--- src/rtl/tcfpm_map.vh ---
// constants for the two-counter frequency and period meter
// assumes a 25 MHz REF_CLK and an input already synchronous to it
//
// Overview of operation
// - in high-frequency mode the companion counter emits a gate pulse train whose period is the gate duration.
// - in high-frequency mode the measuring counter counts input periods inside each gate and offers the count.
// - in high-frequency mode period equals gate duration over the counted periods, left to software.
// - in high-frequency mode frequency equals the counted periods over gate duration, left to software.
// - in large-range mode the companion counter divides the input frequency by the divisor.
// - in large-range mode the divided signal period is measured in timebase ticks.
// - in large-range mode period equals the measured period over the divisor, left to software.
// - in large-range mode frequency equals the divisor over the measured period, left to software.
// - a larger divisor shifts the measurable range upward in proportion.
// - large-range mode accepts inputs faster than the 100 kHz timebase, up to half the REF_CLK rate.
// - the timebase is selectable between 20 MHz and 100 kHz.
`ifndef TCFPM_MAP_VH
`define TCFPM_MAP_VH
`define TCFPM_CNT_W        24
`define TCFPM_MODE_HF      1'b0
`define TCFPM_MODE_LR      1'b1
`define TCFPM_CLK_HZ       25000000
`define TCFPM_TB_FAST_HZ   20000000
`define TCFPM_TB_SLOW_HZ   100000
`define TCFPM_ACC_W        25
`define TCFPM_INC_FAST     25'H1312D00
`define TCFPM_INC_SLOW     25'H00186A0
`define TCFPM_INC_CLK      25'H17D7840
`define TCFPM_CNT_ONE      24'H000001
`define TCFPM_CNT_ZERO     24'H000000
`endif

--- src/rtl/tcfpm_meter.v ---
// two-counter frequency and period meter core
// assumes SIG_IN synchronous to REF_CLK; software reads results and scales them
`timescale 1ns/10ps
`include "tcfpm_map.vh"
module tcfpm_meter
(
  input  wire                    REF_CLK,
  input  wire                    RST,
  input  wire                    MODE,
  input  wire                    TB_SEL,
  input  wire [`TCFPM_CNT_W-1:0] GATE_TICKS,
  input  wire [`TCFPM_CNT_W-1:0] DIVISOR,
  input  wire                    SIG_IN,
  output reg  [`TCFPM_CNT_W-1:0] RESULT,
  output reg                     RESULT_VALID,
  output reg                     OVERFLOW,
  output reg                     GATE_OUT,
  output reg                     DIV_OUT
);

  // ************************************************************
  // timebase: fractional accumulator gives 20 MHz or 100 kHz ticks
  // ************************************************************

  // the accumulator adds the wanted rate each clock and wraps at the
  // clock rate, so ticks come evenly spread without a divider chain
  reg  [`TCFPM_ACC_W-1:0] acc_r;
  reg  [`TCFPM_ACC_W-1:0] acc_nxt;
  reg  [`TCFPM_ACC_W-1:0] acc_inc;
  reg  [`TCFPM_ACC_W:0]   acc_sum;
  reg  [`TCFPM_ACC_W:0]   acc_red;
  reg                     tb_tick;

  always @*
  begin
    acc_inc = TB_SEL ? `TCFPM_INC_SLOW : `TCFPM_INC_FAST;
    acc_sum = {1'b0, acc_r} + {1'b0, acc_inc};
    acc_red = acc_sum - {1'b0, `TCFPM_INC_CLK};
    tb_tick = (acc_sum >= {1'b0, `TCFPM_INC_CLK});
    if (tb_tick)
      acc_nxt = acc_red[`TCFPM_ACC_W-1:0];
    else
      acc_nxt = acc_sum[`TCFPM_ACC_W-1:0];
  end

  always @(posedge REF_CLK or posedge RST)
  begin
    if (RST)
      acc_r <= {`TCFPM_ACC_W{1'b0}};
    else
      acc_r <= acc_nxt;
  end

  // ************************************************************
  // input edge detect
  // ************************************************************

  // the delayed copy resets low, the idle level of the input
  reg                     sig_d_r;
  reg                     sig_rise;

  always @*
  begin
    sig_rise = SIG_IN & ~sig_d_r;
  end

  always @(posedge REF_CLK or posedge RST)
  begin
    if (RST)
      sig_d_r <= 1'b0;
    else
      sig_d_r <= SIG_IN;
  end

  // ************************************************************
  // companion counter: gate generator or input divider
  // ************************************************************

  // in high-frequency mode it counts timebase ticks into gates,
  // in large-range mode it counts input edges into divided periods
  reg  [`TCFPM_CNT_W-1:0] comp_r;
  reg  [`TCFPM_CNT_W-1:0] comp_nxt;
  reg  [`TCFPM_CNT_W-1:0] comp_lim;
  reg  [`TCFPM_CNT_W-1:0] comp_inc;
  reg                     comp_ev;
  reg                     comp_end;
  reg                     gate_nxt;
  reg                     div_nxt;

  always @*
  begin
    if (MODE == `TCFPM_MODE_HF)
    begin
      comp_lim = GATE_TICKS;
      comp_ev  = tb_tick;
    end
    else
    begin
      comp_lim = DIVISOR;
      comp_ev  = sig_rise;
    end
    comp_inc = comp_r + `TCFPM_CNT_ONE;
    comp_end = comp_ev && (comp_inc >= comp_lim);
    if (comp_end)
      comp_nxt = `TCFPM_CNT_ZERO;
    else if (comp_ev)
      comp_nxt = comp_inc;
    else
      comp_nxt = comp_r;
    gate_nxt = (MODE == `TCFPM_MODE_HF) && comp_end;
    div_nxt  = (MODE == `TCFPM_MODE_LR) && comp_end;
  end

  always @(posedge REF_CLK or posedge RST)
  begin
    if (RST)
      comp_r <= `TCFPM_CNT_ZERO;
    else
      comp_r <= comp_nxt;
  end

  always @(posedge REF_CLK or posedge RST)
  begin
    if (RST)
    begin
      GATE_OUT <= 1'b0;
      DIV_OUT  <= 1'b0;
    end
    else
    begin
      GATE_OUT <= gate_nxt;
      DIV_OUT  <= div_nxt;
    end
  end

  // ************************************************************
  // measuring counter: window boundary and next values
  // ************************************************************

  // an event in the boundary cycle already belongs to the new window,
  // so the counter restarts at one rather than at zero then
  reg  [`TCFPM_CNT_W-1:0] meas_r;
  reg  [`TCFPM_CNT_W-1:0] meas_nxt;
  reg  [`TCFPM_CNT_W-1:0] meas_inc;
  reg                     wrap_r;
  reg                     wrap_nxt;
  reg                     armed_r;
  reg                     armed_nxt;
  reg                     meas_ev;
  reg                     bound;
  reg                     meas_wrap;

  always @*
  begin
    if (MODE == `TCFPM_MODE_HF)
    begin
      meas_ev = sig_rise;
      bound   = GATE_OUT;
    end
    else
    begin
      meas_ev = tb_tick;
      bound   = DIV_OUT;
    end
    meas_inc  = meas_r + `TCFPM_CNT_ONE;
    meas_wrap = meas_ev && (&meas_r);
    if (bound)
    begin
      meas_nxt  = meas_ev ? `TCFPM_CNT_ONE : `TCFPM_CNT_ZERO;
      wrap_nxt  = 1'b0;
      armed_nxt = 1'b1;
    end
    else
    begin
      meas_nxt  = meas_ev ? meas_inc : meas_r;
      wrap_nxt  = wrap_r | meas_wrap;
      armed_nxt = armed_r;
    end
  end

  always @(posedge REF_CLK or posedge RST)
  begin
    if (RST)
    begin
      meas_r  <= `TCFPM_CNT_ZERO;
      wrap_r  <= 1'b0;
      armed_r <= 1'b0;
    end
    else
    begin
      meas_r  <= meas_nxt;
      wrap_r  <= wrap_nxt;
      armed_r <= armed_nxt;
    end
  end

  // ************************************************************
  // result registers
  // ************************************************************

  // the first window after reset is partial and is never reported;
  // scaling into seconds or hertz is left to software
  reg  [`TCFPM_CNT_W-1:0] result_nxt;
  reg                     valid_nxt;
  reg                     ovf_nxt;

  always @*
  begin
    result_nxt = RESULT;
    valid_nxt  = 1'b0;
    ovf_nxt    = OVERFLOW;
    if (bound && armed_r)
    begin
      result_nxt = meas_r;
      valid_nxt  = 1'b1;
      ovf_nxt    = wrap_r | meas_wrap;
    end
  end

  always @(posedge REF_CLK or posedge RST)
  begin
    if (RST)
    begin
      RESULT       <= `TCFPM_CNT_ZERO;
      RESULT_VALID <= 1'b0;
      OVERFLOW     <= 1'b0;
    end
    else
    begin
      RESULT       <= result_nxt;
      RESULT_VALID <= valid_nxt;
      OVERFLOW     <= ovf_nxt;
    end
  end

endmodule // tcfpm_meter

--- config.mk ---
export PLATFORM = sky130hd
export DESIGN_NAME = tcfpm_meter
export DESIGN_NICKNAME = d
export VERILOG_FILES = /design/src/rtl/tcfpm_meter.v
export VERILOG_INCLUDE_DIRS = /design/src /design/src/rtl
export SDC_FILE = /design/constraint.sdc
export NUM_CORES = 1
export LEC_CHECK = 0
export BUFFER_PORTS_ARGS = -buffer_cell sky130_fd_sc_hd__buf_4
export CORE_UTILIZATION = 55
export CTS_BUF_LIST = sky130_fd_sc_hd__clkbuf_4 sky130_fd_sc_hd__clkbuf_8
export DETAILED_ROUTE_END_ITERATION = 7
export PLACE_DENSITY_LB_ADDON = 0.08
export SYNTH_ARGS = -nofsm -noshare
export SYNTH_HDL_FRONTEND = slang
export SYNTH_SLANG_ARGS = --single-unit
export TNS_END_PERCENT = 1
--- constraint.sdc ---
create_clock -name REF_CLK -period 3.5 [get_ports REF_CLK]
set_input_delay 0.7 -clock REF_CLK [delete_from_list [all_inputs] [get_ports REF_CLK]]
set_output_delay 0.7 -clock REF_CLK [all_outputs]
set_load 0.03 [all_outputs]
==> reports/qor.yml, run 1 <==
clk_path_buf_depth: 2
routabilityCongestion: 0.958
cp.arrival_ns: 3.80
crit_chain: "buf_12 -> ha_1 -> buf_4 -> a21oi_1 -> o211a_4 -> nor3_4 -> o21ba_2 -> o21ai_0 -> buf_4 -> nand4bb_4 -> o41a_1 -> buf_6 -> clkbuf_2 -> o31a_1 -> o21a_1"
crit_buf_inv: 5
combPwrFrac_pct: 63.6
cp_max_fo: 6
cp_top_family: "compound AO/OA/AOI/OAI gates"
whs_ns: 0.400
violations: "setup timing"
ys_warn_count: 0
grt_overflow: 0
setup_violations: 2
avgSynthCellArea_um2: 9.64
n_antenna_cell: 0
max_freq_ghz: 0.285
synth-edff-count: 0
fin_ws_ns: -0.0130
vias: 6024
area.growth.synth_to_final_pct: 30.3
dp_hpwl_um: 12300
first_global_vias: 5967
synth_most_common_cell: "dfrtp_1"
synth_flop_cell: "dfrtp_1"
cpMostUsedCell: "buf_4"
syn_area_mm2: 0.00672
place_ws_ns: -0.424
synth_top_area_share_pct: 36.9
power_density_mw_per_mm2: 859
hold_viol: 0
wl_per_cell_um: 17.0
syn_inst: 697
p_switching_mw: 3.27
status: "complete, but fails checks"
grt_usage_pct: 27.1
nNetsFinal: 948
tightest_slew_ns: 0.881
pin_count: 81
tritoncts: "yes"
hold_buffers: 0
tns_ns: -0.0174
p_seq_share_pct: 25.7
maxSlewHeadroom_pct: 41.1
grt_max_degree: 51
pwr-share-clk_pct: 10.7
die-area_mm2: 0.0127
rows: 39
synth.net_count: 789
crit_required_ns: 3.78
clock-sinks: 99
drive_above_1_share_pct: 35.0
first_iter_violations: 399
power.leakage_nw: 4.12
clkTransAtPathRegs_ns: 0.11
antenna_found_initial: 0
synthArstFlopShare_pct: 100
cts_root_buf: "clkbuf_8"
rsz0062_at_grt: "yes"
period_share_pct: 100
skew_ns: 0.0146
via_per_inst: 6.00
htree_levels: 3
numCtsBuffers: 9
wl_um: 17100
hold_path_class: "input port to asynchronous set/reset pin"
port_buffers: 80
synth_area_leaders: "dfrtp_1 37%, ha_1 7.3%, mux2i_1 5.2%"
slew_violations: 0
die-height_um: 113
yosys-top-cells-count: "99 x dfrtp_1, 49 x nand2_1, 39 x ha_1, 35 x a21oi_1, 35 x mux2i_1"
cp-end-kind: "flop"
ys_seq_area_share_pct: 36.9
timing.max_cap.violations: 0
criticalPathCategory: "input port to flop"
peakVddDrop_uv: 528
yosysUniqueCellTypes: 66
yosysTopAreaCell: "dfrtp_1"
grt_pass1_wl_um: 27600
swShare_pct: 43.4
initial_utilization_pct: 57.6
core_area_mm2: 0.0117
firstDrtPassIters: 5
drc: 0
n_fill_cell: 843
internal_power_mw: 4.25
ant_nets: 0
die_w_um: 113
crit_slowest_cell: "o41a_1"
cp-start-kind: "input port"
ys_seq_elements: 99
total_power_mw: 7.52
clk-insertion-delay-late_ns: 0.39
slowest_delay_ns: 0.49
min_period_ns: 3.51
## kinds of logic after synthesis
| kind of cell | after synthesis | share of synthesized area (%) |
|---|---|---|
| muxes | 65 | 10.2 |
| DFF | 99 | 36.9 |
| AOI/OAI and AO/OA | 154 | 16.0 |
| buffers and inverters | 54 | 3.32 |
| and+or+nand+nor | 237 | 19.7 |
| adders and majority gates | 39 | 7.27 |
| xor gates and xnor gates | 49 | 6.61 |
## power by group through the flow
stage	combinational (mW)	clock (mW)	sequential, mW
floorplan	2.64	0	1.93
global placement	4.19	0	1.88
detailed placement	4.33	0	1.90
CTS	4.37	0.826	1.88
global route	5.21	0.867	1.97
finish	4.78	0.806	1.93
## through the flow
| stage | std cells | util, % | area, um2 |
|---|---|---|---|
| after floorplan | 697 | - | 6730 |
| after global placement | 975 | 69.3 | 8080 |
| after detailed placement | 975 | 69.3 | 8080 |
| after CTS | 991 | 71.3 | 8310 |
| after global routing | 1004 | 75.1 | 8750 |
| final | 1004 | 75.1 | 8750 |
## metal layers
layer	share of wire (%)	wire length (um)	vias up	global-route usage (%)
li1	-	-	2891	-
met3	4.0	686	39	3.83
met4	2.6	437	0	10.3
met5	0	0	-	0
met2	50	8510	170	46.7
met1	44	7430	2924	34.6
## what timing repair did
action / CTS / global route
pin swaps: 2 / 25
gates resized for setup: 5 / 72
endpoints found under the hold margin: 0 / 0
cloned: 0 / 0
setup endpoints to repair: 19 / 66
setup buffers: 0 / 13
## worst register-to-register path: stages, from the launching register on
cell       delay [ns]
dfrtp_1          0.38
ha_1             0.36
buf_4            0.17
a21oi_1          0.20
o211a_4          0.22
nor3_4           0.05
o21ba_2          0.25
o21ai_0          0.19
buf_4            0.15
nand4bb_4        0.14
o41a_1           0.49
buf_6            0.15
clkbuf_2         0.14
o31a_1           0.28
o21a_1           0.17
## registers in the layout (all words and copies together) (netlist names)
signal        cells
acc_r            20
DIV_OUT           1
wrap_r            1
meas_r           24
sig_d_r           1
RESULT           24
comp_r           24
GATE_OUT          1
RESULT_VALID      1
armed_r           1
OVERFLOW          1
## cell type report
cell class / instances / area, um2 / share of cell area [%]
Sequential cell: 99 / 2480 / 28.3
Timing Repair Buffer: 180 / 1430 / 16.3
Tap cell: 143 / 179 / 2.04
Multi-Input combinational cell: 544 / 4360 / 49.8
Clock buffer: 9 / 124 / 1.41
Clock inverter: 7 / 93.8 / 1.07
Inverter: 22 / 88.8 / 1.01
## layout by cell type, fill, tap and decap left out, types with 23 or more instances in the layout
| cell type | Yosys | final |
|---|---|---|
| a21oi_1 | 35 | 24 |
| buf_4 | 1 | 172 |
| dfrtp_1 | 99 | 99 |
| ha_1 | 39 | 32 |
| mux2_2 | 30 | 30 |
| mux2i_1 | 35 | 35 |
| nand2_1 | 49 | 49 |
| nand3_1 | 28 | 26 |
| nor2_1 | 25 | 23 |
| xnor2_1 | 28 | 25 |
## final timing paths
| path | startpoint | end | slack (ns) | cells after the start |
|---|---|---|---|---|
| max | TB_SEL | meas_r[20] | -0.01 | 15 |
| max in group asynchronous | RST | meas_r[15] | 2.40 | 3 |
| max reg2reg | acc_r[9] | meas_r[20] | 0.07 | 14 |
| min | RST | comp_r[3] | 0.40 | 2 |
| min in group REF_CLK | SIG_IN | sig_d_r | 0.43 | 1 |
| min reg2reg | armed_r | armed_r | 0.48 | 1 |
Power figures use the tool's default switching activity.
==> inputs of run 2 (changes only) <==
Settings changed: CELL_PAD_IN_SITES_DETAIL_PLACEMENT from default to 0, CELL_PAD_IN_SITES_GLOBAL_PLACEMENT from default to 2, CORE_UTILIZATION 55 to 35, RECOVER_POWER from default to 100.
==> reports/qor.yml, run 2 (synthesized netlist as in run 1, its figures left out) <==
status: "complete, but fails checks"
violations: "capacitance limit, slew limit"
wl_um: 17900  # +5.2%
maxSlewHeadroom_pct: -41.5  # -83 points
timing.rr.end: "comp_r[5]"
cp_max_fo: 6  # unchanged
vias: 5889  # -2.2%
criticalPathCategory: "input port to flop"
r2r-start: "comp_r[2]"
cts_root_buf: "clkbuf_8"
cp.arrival_ns: 3.79  # about the same
power_density_mw_per_mm2: 840  # -2.3%
path_depth: 14  # -1
via_per_inst: 5.26  # -12%
rsz0062_at_grt: "yes"
die-area_mm2: 0.0197  # +56%
slew_violations: 53  # +53
crit_chain: "buf_4 -> ha_2 -> a211oi_2 -> buf_4 -> or3_4 -> buf_4 -> a211oi_1 -> a311oi_2 -> buf_4 -> a31oi_1 -> o31ai_1 -> o41a_1 -> or4_1 -> a21oi_1"
peakVddDrop_uv: 246  # -53%
rows: 50  # +28%
final_common_cell: "buf_4"
max_freq_ghz: 0.287  # +0.85%
hold_path_class: "input port to flop"
numCtsBuffers: 9  # unchanged
cp-start-kind: "input port"
whs_path_depth: 1
pin_count: 81  # unchanged
clkTransAtPathRegs_ns: 0.11  # about the same
initial_utilization_pct: 35.8  # -22 points
drive_above_1_share_pct: 31.9  # -3.1 points
timing.max_cap.violations: 1  # +1
tightest_slew_ns: 2.12  # +1.24 ns
cpMostUsedCell: "buf_4"
period_share_pct: 99.5  # -0.85 points
crit_slowest_cell: "or4_1"
clock-sinks: 99  # unchanged
fin_ws_ns: 0.0166  # +0.0296 ns
cp-end-kind: "flop"
whs_ns: 0.484  # +0.0846 ns
min_period_ns: 3.48  # -0.0296 ns
htree_levels: 3  # unchanged
dpl_cell_area_mm2: 0.00841  # +4.1%
fin_util_pct: 47.1  # -28 points
power.leakage_nw: 4.13  # +0.19%
slowest_delay_ns: 0.54  # +0.05 ns
grt_max_degree: 54  # +5.9%
area.growth.synth_to_final_pct: 31.5
wl_per_cell_um: 16.0  # -5.6%
die_w_um: 141  # +25%
grt_overflow: 0  # unchanged
grt_pass1_wl_um: 30400  # +10%
cp_top_family: "compound AO/OA/AOI/OAI gates"
first_global_vias: 6148  # +3.0%
antenna_found_initial: 0  # unchanged
fin_area_mm2: 0.00883  # +0.89%
die-height_um: 141  # +25%
crit_required_ns: 3.81  # +0.03 ns
final_cell_mix: "163 x buf_4, 98 x dfrtp_1, 46 x nand2_1, 35 x mux2i_1, 34 x ha_1"
critical_path.startpoint: "TB_SEL"
ant_nets: 0  # unchanged
hold_viol: 0  # unchanged
crit_buf_inv: 4  # -1
skew_ns: 0.0159  # +0.00134 ns
routabilityCongestion: 0.830  # -13%
port_buffers: 80  # unchanged
clk_path_buf_depth: 2  # unchanged
place_ws_ns: -0.493  # -0.0687 ns
critical_path.endpoint: "meas_r[23]"
r2r_cells: 19  # +5
nNetsFinal: 972  # +2.5%
clk-insertion-delay-late_ns: 0.39  # about the same
n_antenna_cell: 0  # unchanged
r2r_slack_ns: 0.08  # about the same
drc: 0  # unchanged
total_power_mw: 7.41  # -1.4%
setup_violations: 0  # -2
dp_hpwl_um: 13500  # +9.8%
top_regs: "RESULT x24, comp_r x24, meas_r x24"
n_fill_cell: 1784  # +110%
first_iter_violations: 286  # -28%
core_area_mm2: 0.0188  # +61%
tritoncts: "yes"
firstDrtPassIters: 4  # -1
grt_usage_pct: 19.3  # -7.8 points
run 2: area by class of cell:
type,instances,area [um2],share of cell area (%)
Multi-Input combinational cell,544,4280,48.5
Sequential cell,99,2480,28.1
Timing Repair Buffer,204,1520,17.2
Tap cell,234,293,3.31
Clock buffer,9,124,1.40
Inverter,22,82.6,0.935
Clock inverter,7,56.3,0.637
run 2: stage by stage:
stage          std cells  setup TNS [ns]
2_1_floorplan        697           -1.21
3_3_place_gp        1093          -19.81
4_1_cts             1117         -0.0655
6_report            1119               0
3_5_place_dp        1093          -25.62
5_1_grt             1119           -1.65
run 2: report_power, final:
group          internal, mW  switching (mW)  leakage [nW]
registers              1.54           0.344          1.30
logic                  2.37            2.44          2.74
clock network         0.272           0.452        0.0967
total                  4.18            3.23          4.13
run 2: routing by layer:
| layer | track usage (%) | vias to the layer above | share of wire, % | wire length (um) |
|---|---|---|---|---|
| met3 | 3.28 | 19 | 2.4 | 426 |
| li1 | - | 2949 | - | - |
| met2 | 32.2 | 92 | 47 | 8510 |
| met4 | 4.63 | 0 | 1.7 | 309 |
| met5 | 0 | - | 0 | 0 |
| met1 | 26.0 | 2829 | 48 | 8700 |
run 2: worst min-delay path by stage:
stage / start / endpoint / slack [ns]
final: SIG_IN / sig_d_r / 0.48
after global routing: SIG_IN / sig_d_r / 0.47
after CTS: SIG_IN / sig_d_r / 0.42
after detailed placement: armed_r / armed_r / 0.45
after global placement: armed_r / armed_r / 0.45
after floorplan: armed_r / armed_r / 0.43
run 2: repair_timing:
item	CTS	global route
resized for setup	34	28
setup endpoints to repair	38	71
cloned	2	0
buffers inserted	7	2
hold buffers	0	0
pin swaps	14	12
